### src/include/dadc_defines.vh
// Command codes, identification fields and status bit positions
`ifndef DADC_DEFINES_VH
`define DADC_DEFINES_VH
`define DADC_CMD_PREPARE    8'h60
`define DADC_CMD_DEVRESET   8'h6f
`define DADC_CMD_READID     8'h20
`define DADC_CMD_STORDIAG   8'h4e
`define DADC_CMD_GENDIAG    8'h41
`define DADC_CMD_CACHEDIAG  8'h42
`define DADC_CMD_SEEKADDR   8'h52
`define DADC_CMD_SEEKCTRL   8'h53
`define DADC_CMD_SENSE      8'h54
`define DADC_ID_CLASS       4'h3
`define DADC_ID_DIV2        3'h1
`define DADC_ID_DIV4        3'h2
`define DADC_CC_NONE        3'h0
`define DADC_CC_BUSY        3'h2
`define DADC_CC_ACCEPT      3'h7
`define DADC_CC_REJECT      3'h1
`define DADC_CC_TWO         3'h2
`define DADC_CC_EXCEPTION   3'h2
`define DADC_CC_DEVEND      3'h3
`define DADC_CACHE_LIMIT    5'h14
`define DADC_EQCHK_BIT      5
`define DADC_RECAL_BIT      15
`endif

### src/logic/dadc_direct_command_unit.v
// Direct program command interpreter for a multi-unit disk attachment
`timescale 1ns/100ps
`default_nettype none
`include "dadc_defines.vh"
module dadc_direct_command_unit #(
  parameter       NUNITS  = 4,
  parameter [5:0] PRODUCT = 6'h2a   // Arbitrary product code
) (
  input  wire        mclk,
  input  wire        rst,
  // Command strobe from the channel
  input  wire        cmdValid,
  input  wire [7:0]  cmdCode,
  input  wire [1:0]  cmdUnit,
  input  wire [15:0] cmdData,
  input  wire [1:0]  cmdParity,
  output reg         cmdDone,
  output reg  [2:0]  cmdCc,
  output reg  [15:0] cmdRdata,
  // Configuration
  input  wire        divByFour,
  input  wire [3:0]  unitPresent,
  // Interrupt service
  input  wire        intAck,
  input  wire [1:0]  intAckUnit,
  output wire        intReq,
  output wire [3:0]  intLevel,
  output reg  [1:0]  intUnit,
  output reg  [2:0]  intCc,
  // Diagnostic engine start and kind; results presented with diagDone
  output reg         diagStart,
  output reg  [1:0]  diagKind,
  input  wire        diagDone,
  input  wire        diagFail,
  input  wire [4:0]  cachePages,
  input  wire [2:0]  cacheModules,
  // Disk unit side
  output reg         unitStrobe,
  output reg  [1:0]  unitSel,
  output reg  [1:0]  unitOp,
  output reg  [15:0] unitWord,
  input  wire        unitDone,
  input  wire [7:0]  unitSense,
  // Status words visible to status fetch
  output reg  [15:0] statusWord4,
  output reg  [15:0] statusWord6,
  output reg  [15:0] statusWord13,
  output wire [31:0] senseBytes
);

  // ==========================================================================
  // Encodings
  localparam ST_IDLE  = 2'h0;
  localparam ST_DIAG  = 2'h1;
  localparam ST_UNIT  = 2'h2;
  localparam OP_ADDR  = 2'h0;
  localparam OP_SEEK  = 2'h1;
  localparam OP_DIAG  = 2'h2;
  localparam OP_SENSE = 2'h3;
  localparam DK_GEN   = 2'h1;
  localparam DK_CACHE = 2'h2;
  localparam DK_STOR  = 2'h3;

  // ==========================================================================
  // Registers
  reg [1:0]  state_ff;
  reg [1:0]  curUnit_ff;
  reg [3:0]  level_ff;
  reg [3:0]  enable_ff;
  reg [3:0]  pending_ff;
  reg [11:0] pendCc_ff;
  reg [31:0] sense_ff;
  reg        parErr_ff;
  reg [7:0]  cylLow_ff;
  reg [1:0]  opCode;
  reg [15:0] opWord;
  reg [2:0]  respCc;
  reg [2:0]  finishCc;

  // ==========================================================================
  // Command decode
  wire        parOk    = (^cmdData[15:8] ^ cmdParity[1]) & (^cmdData[7:0] ^ cmdParity[0]);
  wire        present  = unitPresent[cmdUnit];
  wire        busy     = state_ff != ST_IDLE;
  wire        isRst    = cmdValid && cmdCode == `DADC_CMD_DEVRESET;
  wire        live     = cmdValid && !isRst && present;
  wire        isPrep   = live && cmdCode == `DADC_CMD_PREPARE;
  wire        isId     = live && cmdCode == `DADC_CMD_READID;
  wire        isDiag   = cmdCode == `DADC_CMD_STORDIAG || cmdCode == `DADC_CMD_GENDIAG
                      || cmdCode == `DADC_CMD_CACHEDIAG;
  wire        isUnitOp = cmdCode == `DADC_CMD_SEEKADDR || cmdCode == `DADC_CMD_SEEKCTRL
                      || cmdCode == `DADC_CMD_SENSE;
  wire        known    = isDiag || isUnitOp;
  wire        startOp  = live && !busy && known;
  wire        recal    = cmdData[`DADC_RECAL_BIT];
  wire [1:0]  kindCode = cmdCode == `DADC_CMD_STORDIAG ? DK_STOR
                       : cmdCode == `DADC_CMD_CACHEDIAG ? DK_CACHE : DK_GEN;

  // ==========================================================================
  // Identification word
  wire [15:0] idWord = {`DADC_ID_CLASS, 1'b0,
                        divByFour ? `DADC_ID_DIV4 : `DADC_ID_DIV2,
                        PRODUCT, 1'b1, 1'b0};

  // ==========================================================================
  // Completion of diagnostic and unit work
  // Reset of another unit must not swallow this unit's done pulse
  wire        rstHit     = isRst && cmdUnit == curUnit_ff;
  wire        diagFinish = state_ff == ST_DIAG && diagDone && !rstHit;
  wire        unitFinish = state_ff == ST_UNIT && unitDone && !rstHit;
  wire        cacheRun   = diagKind == DK_CACHE;
  wire        cacheOver  = cacheRun && cachePages > `DADC_CACHE_LIMIT;
  wire        diagBad    = diagFail || parErr_ff;

  always @* begin
    if (unitFinish)
      finishCc = `DADC_CC_DEVEND;
    else if (cacheOver)
      finishCc = `DADC_CC_TWO;
    else if (diagBad)
      finishCc = `DADC_CC_EXCEPTION;
    else
      finishCc = `DADC_CC_DEVEND;
  end

  // ==========================================================================
  // Interrupt presentation
  wire [NUNITS-1:0] unitActive;
  genvar g;
  generate
    for (g = 0; g < NUNITS; g = g + 1) begin : gUnit
      assign unitActive[g] = pending_ff[g] & enable_ff[g];
    end
  endgenerate

  assign intLevel   = level_ff;
  assign intReq     = |unitActive;
  assign senseBytes = sense_ff;

  // Lowest active unit is presented first
  integer i;
  always @* begin
    intUnit = 2'h0;
    intCc   = 3'h0;
    for (i = NUNITS - 1; i >= 0; i = i - 1) begin
      if (unitActive[i]) begin
        intUnit = i[1:0];
        intCc   = pendCc_ff[3*i +: 3];
      end
    end
  end

  // ==========================================================================
  // Word and operation sent to the disk unit
  always @* begin
    opCode = OP_ADDR;
    opWord = {8'h00, cmdData[7:0]};
    case (cmdCode)
      `DADC_CMD_SEEKCTRL: begin
        // High cylinder bit and heads, joined with stored low byte
        opCode = recal ? OP_DIAG : OP_SEEK;
        opWord = recal ? cmdData : {cmdData[15:8], cylLow_ff};
      end
      `DADC_CMD_SENSE: begin
        opCode = OP_SENSE;
        opWord = 16'h0000;
      end
      default: ;
    endcase
  end

  // ==========================================================================
  // Condition code of the command answer
  always @* begin
    if (isRst)
      respCc = `DADC_CC_ACCEPT;
    else if (!present)
      respCc = `DADC_CC_NONE;
    else if (isPrep || isId)
      respCc = `DADC_CC_ACCEPT;
    else if (busy)
      respCc = `DADC_CC_BUSY;
    else if (known)
      respCc = `DADC_CC_ACCEPT;
    else
      respCc = `DADC_CC_REJECT;
  end

  // ==========================================================================
  // Interrupt preparation, kept across device reset
  always @(posedge mclk) begin
    if (rst) begin
      level_ff  <= 4'h0;
      enable_ff <= 4'h0;
    end else if (isPrep) begin
      level_ff           <= cmdData[4:1];
      enable_ff[cmdUnit] <= cmdData[0];
    end
  end

  // ==========================================================================
  // Pending interrupts; a completion in the same cycle as an ack wins
  always @(posedge mclk) begin
    if (rst) begin
      pending_ff <= 4'h0;
      pendCc_ff  <= 12'h000;
    end else begin
      if (intAck && enable_ff[intAckUnit])
        pending_ff[intAckUnit] <= 1'b0;
      if (isRst) begin
        pending_ff[cmdUnit]       <= 1'b0;
        pendCc_ff[3*cmdUnit +: 3] <= 3'h0;
      end
      if (diagFinish || unitFinish) begin
        pending_ff[curUnit_ff]       <= 1'b1;
        pendCc_ff[3*curUnit_ff +: 3] <= finishCc;
      end
    end
  end

  // ==========================================================================
  // Command sequencer
  always @(posedge mclk) begin
    if (rst) begin
      state_ff   <= ST_IDLE;
      curUnit_ff <= 2'h0;
      parErr_ff  <= 1'b0;
      cylLow_ff  <= 8'h00;
      diagStart  <= 1'b0;
      diagKind   <= 2'h0;
      unitStrobe <= 1'b0;
      unitSel    <= 2'h0;
      unitOp     <= 2'h0;
      unitWord   <= 16'h0000;
    end else begin
      diagStart  <= 1'b0;
      unitStrobe <= 1'b0;
      case (state_ff)
        ST_IDLE: begin
          if (startOp && isDiag) begin
            curUnit_ff <= cmdUnit;
            unitSel    <= cmdUnit;
            parErr_ff  <= cmdCode == `DADC_CMD_STORDIAG && !parOk;
            diagKind   <= kindCode;
            diagStart  <= 1'b1;
            state_ff   <= ST_DIAG;
          end else if (startOp) begin
            curUnit_ff <= cmdUnit;
            unitSel    <= cmdUnit;
            unitOp     <= opCode;
            unitWord   <= opWord;
            unitStrobe <= 1'b1;
            state_ff   <= ST_UNIT;
            if (cmdCode == `DADC_CMD_SEEKADDR)
              cylLow_ff <= cmdData[7:0];
          end
        end
        ST_DIAG: begin
          if (rstHit || diagFinish)
            state_ff <= ST_IDLE;
        end
        ST_UNIT: begin
          if (rstHit || unitFinish)
            state_ff <= ST_IDLE;
        end
        default: state_ff <= ST_IDLE;
      endcase
    end
  end

  // ==========================================================================
  // Command answer
  always @(posedge mclk) begin
    if (rst) begin
      cmdDone  <= 1'b0;
      cmdCc    <= 3'h0;
      cmdRdata <= 16'h0000;
    end else begin
      cmdDone <= cmdValid;
      if (cmdValid) begin
        cmdCc    <= respCc;
        cmdRdata <= isId ? idWord : 16'h0000;
      end
    end
  end

  // ==========================================================================
  // Status words and sense bytes
  always @(posedge mclk) begin
    if (rst) begin
      statusWord4  <= 16'h0000;
      statusWord6  <= 16'h0000;
      statusWord13 <= 16'h0000;
      sense_ff     <= 32'h0000_0000;
    end else begin
      if (isRst) begin
        statusWord4              <= 16'h0000;
        sense_ff[8*cmdUnit +: 8] <= 8'h00;
      end
      if (diagFinish && cacheRun) begin
        statusWord13[12:8] <= cachePages;
        statusWord6[10:8]  <= cacheModules;
      end
      if (diagFinish && (cacheOver || diagBad))
        statusWord4[`DADC_EQCHK_BIT] <= 1'b1;
      if (unitFinish && unitOp == OP_SENSE)
        sense_ff[8*curUnit_ff +: 8] <= unitSense;
    end
  end

endmodule // dadc_direct_command_unit
`default_nettype wire

### config.mk
export PLATFORM = sky130hd
export DESIGN_NAME = dadc_direct_command_unit
export DESIGN_NICKNAME = d
export VERILOG_FILES = /design/src/logic/dadc_direct_command_unit.v
export VERILOG_INCLUDE_DIRS = /design/src /design/src/include
export SDC_FILE = /design/constraint.sdc
export NUM_CORES = 1
export LEC_CHECK = 0
export ABC_CLOCK_PERIOD_IN_PS = 2500
export BUFFER_PORTS_ARGS = -buffer_cell sky130_fd_sc_hd__buf_2
export CAP_MARGIN = 25
export CELL_PAD_IN_SITES_DETAIL_PLACEMENT = 1
export CELL_PAD_IN_SITES_GLOBAL_PLACEMENT = 2
export CORE_MARGIN = 4
export CORE_UTILIZATION = 28
export CTS_CLUSTER_DIAMETER = 100
export DETAILED_ROUTE_END_ITERATION = 8
export GPL_ROUTABILITY_DRIVEN = 0
export GPL_TIMING_DRIVEN = 0
export PLACE_DENSITY_LB_ADDON = 0.05
export SYNTH_ARGS = -nofsm -noshare
export SYNTH_HDL_FRONTEND = slang
export SYNTH_SLANG_ARGS = --single-unit
export TNS_END_PERCENT = 100
### constraint.sdc
create_clock -name mclk -period 2.5 [get_ports mclk]
set_input_delay 0.5 -clock mclk [delete_from_list [all_inputs] [get_ports mclk]]
set_output_delay 0.5 -clock mclk [all_outputs]
set_load 0.01 [all_outputs]
Word-level counts from Yosys, hierarchy flattened --
Index checks and enable logic that the tools add are counted. Widths: inputs -> output; s select.
Word-level totals: bits in registers 120, input port bits 58, output and inout bits 134, logic and storage cells 184
Cells by class: add/sub/neg operators 4, $mul 2, order comparisons 7, equal/unequal tests 17, shift operators 8, muxes and demuxes 61, bitwise gates (word level) 14, reduce and logical (&&, ||, !) cells 51
Operators with widths (count):
- $mux 32 | 3
- $neg 4->34 | 2
- $neg 5->34 | 2
- $shift 3x34->12 const A | 2
- $shift 8x34->32 const A | 2
- $bwmux 32 | 2
- $eq 8x7->1 const B | 8
- $mux 12 | 3
- $shiftx 3x34->12 | 1
- $shiftx 3x34->12 const A | 1
- $shiftx 8x34->32 | 1
- $shiftx 8x34->32 const A | 1
- $pmux 16 s2 | 1
- $mux 2 | 14
- $mux 3 | 9
- $bwmux 12 | 2
- $logic_and 1x1->1 | 22
- $mux 4 | 5
- $mux 16 | 1
- $reduce_xor 8->1 | 2
- $mux 14 | 1
- $logic_or 1x1->1 | 11
- $mux 1 | 11
- $lt 2x3->1 const B | 3
- 30 further kinds | 54

Logic depth before layout (Yosys ltp) --
depth after elaboration 13, gate-level depth with buffers 8

Worst setup path before layout --
OpenSTA, ideal clock, no wires.
kind input-to-reg, from input cmdCode[1], to register level_ff[1] (netlist: intLevel[1]), setup time 128 ps, arrival 2132 ps, required time 2372 ps, path slack 240 ps, stages 6, path buffers 1, path through buf_2 > or4b_4 > or4_4 > nor3_4 > mux2i_1 > nor2_1
On the way: word-level cells in the longest chain between the ends 6
Ends and longest elaborated chain:
- from (decl) | line dadc_direct_command_unit.v:13 | input wire [7:0] cmdCode,
- $eq 8x7->1 (no source line)
- $logic_and 1x1->1 (no source line)
- $logic_not 1->1 | line dadc_direct_command_unit.v:86 | wire live = cmdValid && !isRst && present;
- $logic_and 1x1->1 (2 in series) | line dadc_direct_command_unit.v:86
- $logic_and 1x1->1 (no source line) (*)
- to (signal assigned) | line dadc_direct_command_unit.v:196 | level_ff <= cmdData[4:1];
- to (decl) | line dadc_direct_command_unit.v:68 | reg [3:0] level_ff;
Every way passes the cells marked *; elsewhere a longest branch is shown, timed or not. A chain may end at the register's enable or synchronous reset.

Final worst setup path --
from register curUnit_ff[0], to register sense_ff[22] (netlist: senseBytes[22])
On the way: word-level cells in the longest chain between the ends 6
Ends and longest elaborated chain:
- from (decl) | line dadc_direct_command_unit.v:67 | reg [1:0] curUnit_ff;
- from (signal assigned) | line dadc_direct_command_unit.v:241 | curUnit_ff <= cmdUnit;
- from (signal assigned) | line dadc_direct_command_unit.v:248 | curUnit_ff <= cmdUnit;
- branches (longest 5 deep; another with $neg 5->34)
- $mux 32 (*) | line dadc_direct_command_unit.v:306 | if (unitFinish && unitOp == OP_SENSE)
- to (signal, indexed assignment) | line dadc_direct_command_unit.v:307 | sense_ff[8*curUnit_ff +: 8] <= unitSense;
- to (decl) | line dadc_direct_command_unit.v:72 | reg [31:0] sense_ff;
Mark *: on every way between the ends.

==> flow_results.xml <==
<?xml version="1.0" encoding="UTF-8"?>
<metrics>
  <group name="placed_design">
    <metric name="hpwl" unit="mm">13.98</metric>
    <metric name="portBuffers" unit="">138</metric>
    <metric name="place_area" unit="mm^2">0.006406</metric>
  </group>
  <group name="timing">
    <metric name="maxSlewViolCount" unit="">0</metric>
    <metric name="post-route-min-period" unit="ns">2.397</metric>
    <metric name="clock-skew-final" unit="ns">0.01111</metric>
    <metric name="worst_pin_slew" unit="ns">0.8476</metric>
    <metric name="setup_repair_after_global_routing_missed_its_margin" unit="">yes</metric>
    <metric name="fin_hold_ws" unit="ns">0.3880</metric>
    <metric name="worst_slew_margin_rel" unit="">0.4349</metric>
    <metric name="highest_achievable_clock_rate" unit="GHz">0.4173</metric>
    <metric name="setup_tns" unit="ns">0</metric>
    <metric name="setup_violations" unit="">0</metric>
    <metric name="hold_viol_final" unit="">0</metric>
    <metric name="min_period_over_period" unit="">0.9587</metric>
  </group>
  <group name="power">
    <metric name="netSwitchingFraction" unit="">0.2669</metric>
    <metric name="power.share.sequential" unit="">0.491</metric>
    <metric name="pwr_density_cell" unit="mW/mm^2">519.6</metric>
    <metric name="p_int" unit="mW">2.551</metric>
    <metric name="ir_drop" unit="mV">0.3364</metric>
    <metric name="power.combinational.fraction" unit="">0.108</metric>
    <metric name="fin_total_pwr" unit="mW">3.480</metric>
    <metric name="net_load_switching_power" unit="mW">0.9287</metric>
    <metric name="p_leak" unit="nW">3.039</metric>
    <metric name="clock_network_fraction_of_design_power" unit="">0.400</metric>
  </group>
  <group name="critical_path">
    <metric name="reg2reg_from" unit="">curUnit_ff[0]</metric>
    <metric name="critPathRequiredTime" unit="ns">2.78</metric>
    <metric name="timing.critical_path.fanout_max" unit="">10</metric>
    <metric name="startpoint" unit="">curUnit_ff[0]</metric>
    <metric name="timing.critical_path.to_type" unit="">flop</metric>
    <metric name="timing.setup.critical_path_class" unit="">reg2reg</metric>
    <metric name="cp-start-kind" unit="">flop</metric>
    <metric name="worst-endpoint-arrival" unit="ns">2.67</metric>
  </group>
  <group name="clock_network">
    <metric name="tritoncts.num_buffers" unit="">9</metric>
    <metric name="post_cts_buffers" unit="">0</metric>
    <metric name="cts_tree" unit="">done</metric>
    <metric name="tritoncts_num_sinks" unit="">107</metric>
    <metric name="clk-insertion-delay-late" unit="ns">0.36</metric>
    <metric name="clock-root-buffer" unit="">clkbuf_16</metric>
    <metric name="cts_buffer_depth" unit="">2</metric>
    <metric name="htree_levels" unit="">3</metric>
    <metric name="worst_setup_hold_path_clk_slew" unit="ns">0.08</metric>
  </group>
  <group name="routing">
    <metric name="wl_per_cell" unit="um">17.21</metric>
    <metric name="routed_via_density" unit="">4.699</metric>
    <metric name="initial_drc_count" unit="">132</metric>
    <metric name="detailroute.via_count" unit="">4812</metric>
    <metric name="route.antenna.remaining_nets" unit="">0</metric>
    <metric name="detail_route.drc_violations" unit="">0</metric>
    <metric name="detailedRoute.firstPassIterationCount" unit="">4</metric>
    <metric name="total_wirelength" unit="mm">17.62</metric>
  </group>
  <group name="layout">
    <metric name="syn_to_final_growth" unit="%">27.42</metric>
    <metric name="post-route-util" unit="">0.3678</metric>
    <metric name="post_route_cells_drive_above_1_share" unit="">0.2872</metric>
    <metric name="filler_cell_count" unit="">2245</metric>
    <metric name="finish.instance_area" unit="mm^2">0.006698</metric>
    <metric name="final_nets" unit="">855</metric>
  </group>
  <group name="grt">
    <metric name="grt_pass1_vias" unit="">5010</metric>
    <metric name="grt_overall_usage" unit="">0.1643</metric>
    <metric name="antenna_violations_before_repair" unit="">2</metric>
    <metric name="globalRoute.totalOverflow" unit="">0</metric>
    <metric name="pin_count_of_the_biggest_net_entering_global_routing" unit="">19</metric>
    <metric name="first_pass_grt_wire_length" unit="mm">28.12</metric>
  </group>
  <group name="floorplanning">
    <metric name="starting_density_of_the_core" unit="">0.2887</metric>
    <metric name="core.rowCount" unit="">49</metric>
    <metric name="floorplan.die.width" unit="um">145.0</metric>
    <metric name="die-area" unit="mm^2">0.02103</metric>
    <metric name="floorplan.core_area" unit="mm^2">0.01821</metric>
    <metric name="die_height" unit="um">145.0</metric>
    <metric name="ios" unit="">192</metric>
  </group>
  <group name="logic_synthesis">
    <metric name="number_of_synthesized_flops_with_an_enable_pin" unit="">0</metric>
    <metric name="netlist-cell-type-count" unit="">63</metric>
    <metric name="mappedNetlistArea" unit="mm^2">0.005256</metric>
    <metric name="yosysWarningCount" unit="">0</metric>
    <metric name="synth_top_cell_area_share" unit="">0.4075</metric>
    <metric name="synth.yosys.seq_area_share" unit="">0.4075</metric>
    <metric name="top_cells_by_instance_count_after_synthesis" unit="">dfxtp_1, nand2_1, nor2_1, buf_4, mux2i_1</metric>
    <metric name="synth.most_common_cell" unit="">dfxtp_1</metric>
    <metric name="synth_async_reset_ratio" unit="">0</metric>
    <metric name="yosys_register_bits" unit="">107</metric>
    <metric name="synth_area_leader_cell" unit="">dfxtp_1</metric>
    <metric name="netlist_top_cells_area" unit="">dfxtp_1, mux2i_1, buf_4, nand2_1, nor2_1</metric>
    <metric name="dominant_synthesized_flop_cell" unit="">dfxtp_1</metric>
    <metric name="postSynthAreaPerCell" unit="um^2">8.849</metric>
    <metric name="syn_inst" unit="">594</metric>
  </group>
  <group name="run">
    <metric name="maxCapViolations" unit="">0</metric>
  </group>
  <group name="run_status">
    <metric name="outcome" unit="">complete, no violations</metric>
  </group>
  <group name="hold_path">
    <metric name="hp-class" unit="">in2reg</metric>
    <metric name="holdCritStartpoint" unit="">cacheModules[0]</metric>
  </group>
</metrics>
-- worst paths after layout --
check / endpoint / slack [ns] / cells after the start
min reg2reg: unitWord[15] / 0.45 / 2
min: statusWord6[8] / 0.39 / 3
max: senseBytes[22] / 0.10 / 6
max reg2reg: senseBytes[22] / 0.10 / 6
-- area by class of cell --
| type | instances | area [um^2] | share of cell area |
|---|---|---|---|
| flip-flops and latches | 107 | 2142 | 0.3198 |
| diodes | 1 | 2.502 | 0.0003736 |
| inverters | 10 | 37.54 | 0.005604 |
| clock buffers | 10 | 229.0 | 0.03419 |
| well taps | 229 | 286.5 | 0.04278 |
| clock inverters | 6 | 50.05 | 0.007472 |
| repair buffers | 138 | 690.7 | 0.1031 |
| plain buffers | 77 | 505.5 | 0.07547 |
| multi-input cells | 446 | 2754 | 0.4112 |
-- power groups by stage --
stage / Sequential (mW) / Clock [mW] / Combinational [mW]
global placement: 1.75 / 0 / 0.372
finish: 1.71 / 1.39 / 0.377
floorplan: 1.75 / 0 / 0.241
CTS: 1.71 / 1.45 / 0.377
detailed placement: 1.75 / 0 / 0.375
global route: 1.71 / 1.50 / 0.415
-- layer usage --
layer,track usage,part of all wire
met1,0.1941,0.42
met2,0.2998,0.52
met3,0.04210,0.045
met4,0.03753,0.013
met5,0,0.00040
-- critical path: stages (launching register included) --
cell,delay [ns]
dfxtp_1,0.57
xnor2_1,0.14
and2_1,0.17
clkbuf_1,0.19
a311oi_2,0.55
nand2_1,0.42
mux2i_1,0.27
-- what timing repair did --
| action | 4_1_cts | 5_1_grt |
|---|---|---|
| pin swaps | 0 | 1 |
| endpoints found under the setup margin | 5 | 37 |
| hold buffers | 0 | 0 |
| gates resized for setup | 1 | 1 |
-- per-stage QoR --
stage          worst slack, ns  std cells
2_1_floorplan           0.2403        640
3_3_place_gp           -0.3912       1007
3_5_place_dp           -0.4134       1007
4_1_cts                0.04389       1023
5_1_grt               -0.06418       1024
6_report                0.1034       1024
-- layout by cell type (no fill, tap or decap), drive strengths merged, types with 6 or more instances in the layout --
| cell type | instances |
|---|---|
| nand3 | 25 |
| o21ai | 14 |
| nor2b | 6 |
| a31oi | 7 |
| dfxtp | 107 |
| a21oi | 29 |
| a22o | 16 |
| nand2 | 79 |
| a221oi | 9 |
| clkbuf | 22 |
| nor2 | 54 |
| and3 | 7 |
| nor3 | 22 |
| xnor2 | 14 |
| mux2i | 42 |
| ha | 8 |
| inv | 11 |
| conb | 47 |
| buf | 203 |
-- sequential cells by signal, summed over array words and instances, names as in the netlist --
signal	flops
cmdCc	3
cmdDone	1
cmdRdata	3
curUnit_ff	2
cylLow_ff	8
diagKind	2
diagStart	1
enable_ff	4
intLevel	4
parErr_ff	1
pendCc_ff	12
pending_ff	4
senseBytes	32
state_ff	2
statusWord13	5
statusWord4	1
statusWord6	3
unitOp	2
unitStrobe	1
unitWord	16
-- logic make-up (layout without fill, tap and decap cells) --
group / after synthesis / after routing / share of synthesized area
mux: 43 / 43 / 0.08426
flops: 107 / 107 / 0.4075
buf+inv: 87 / 241 / 0.1033
xor+xnor: 18 / 18 / 0.03523
simple gates: 229 / 229 / 0.2154
fa+ha+maj: 8 / 8 / 0.01904
compound gates: 101 / 101 / 0.1345
other cells: 1 / 48 / 0.0007134
Power figures use the tool's default switching activity.
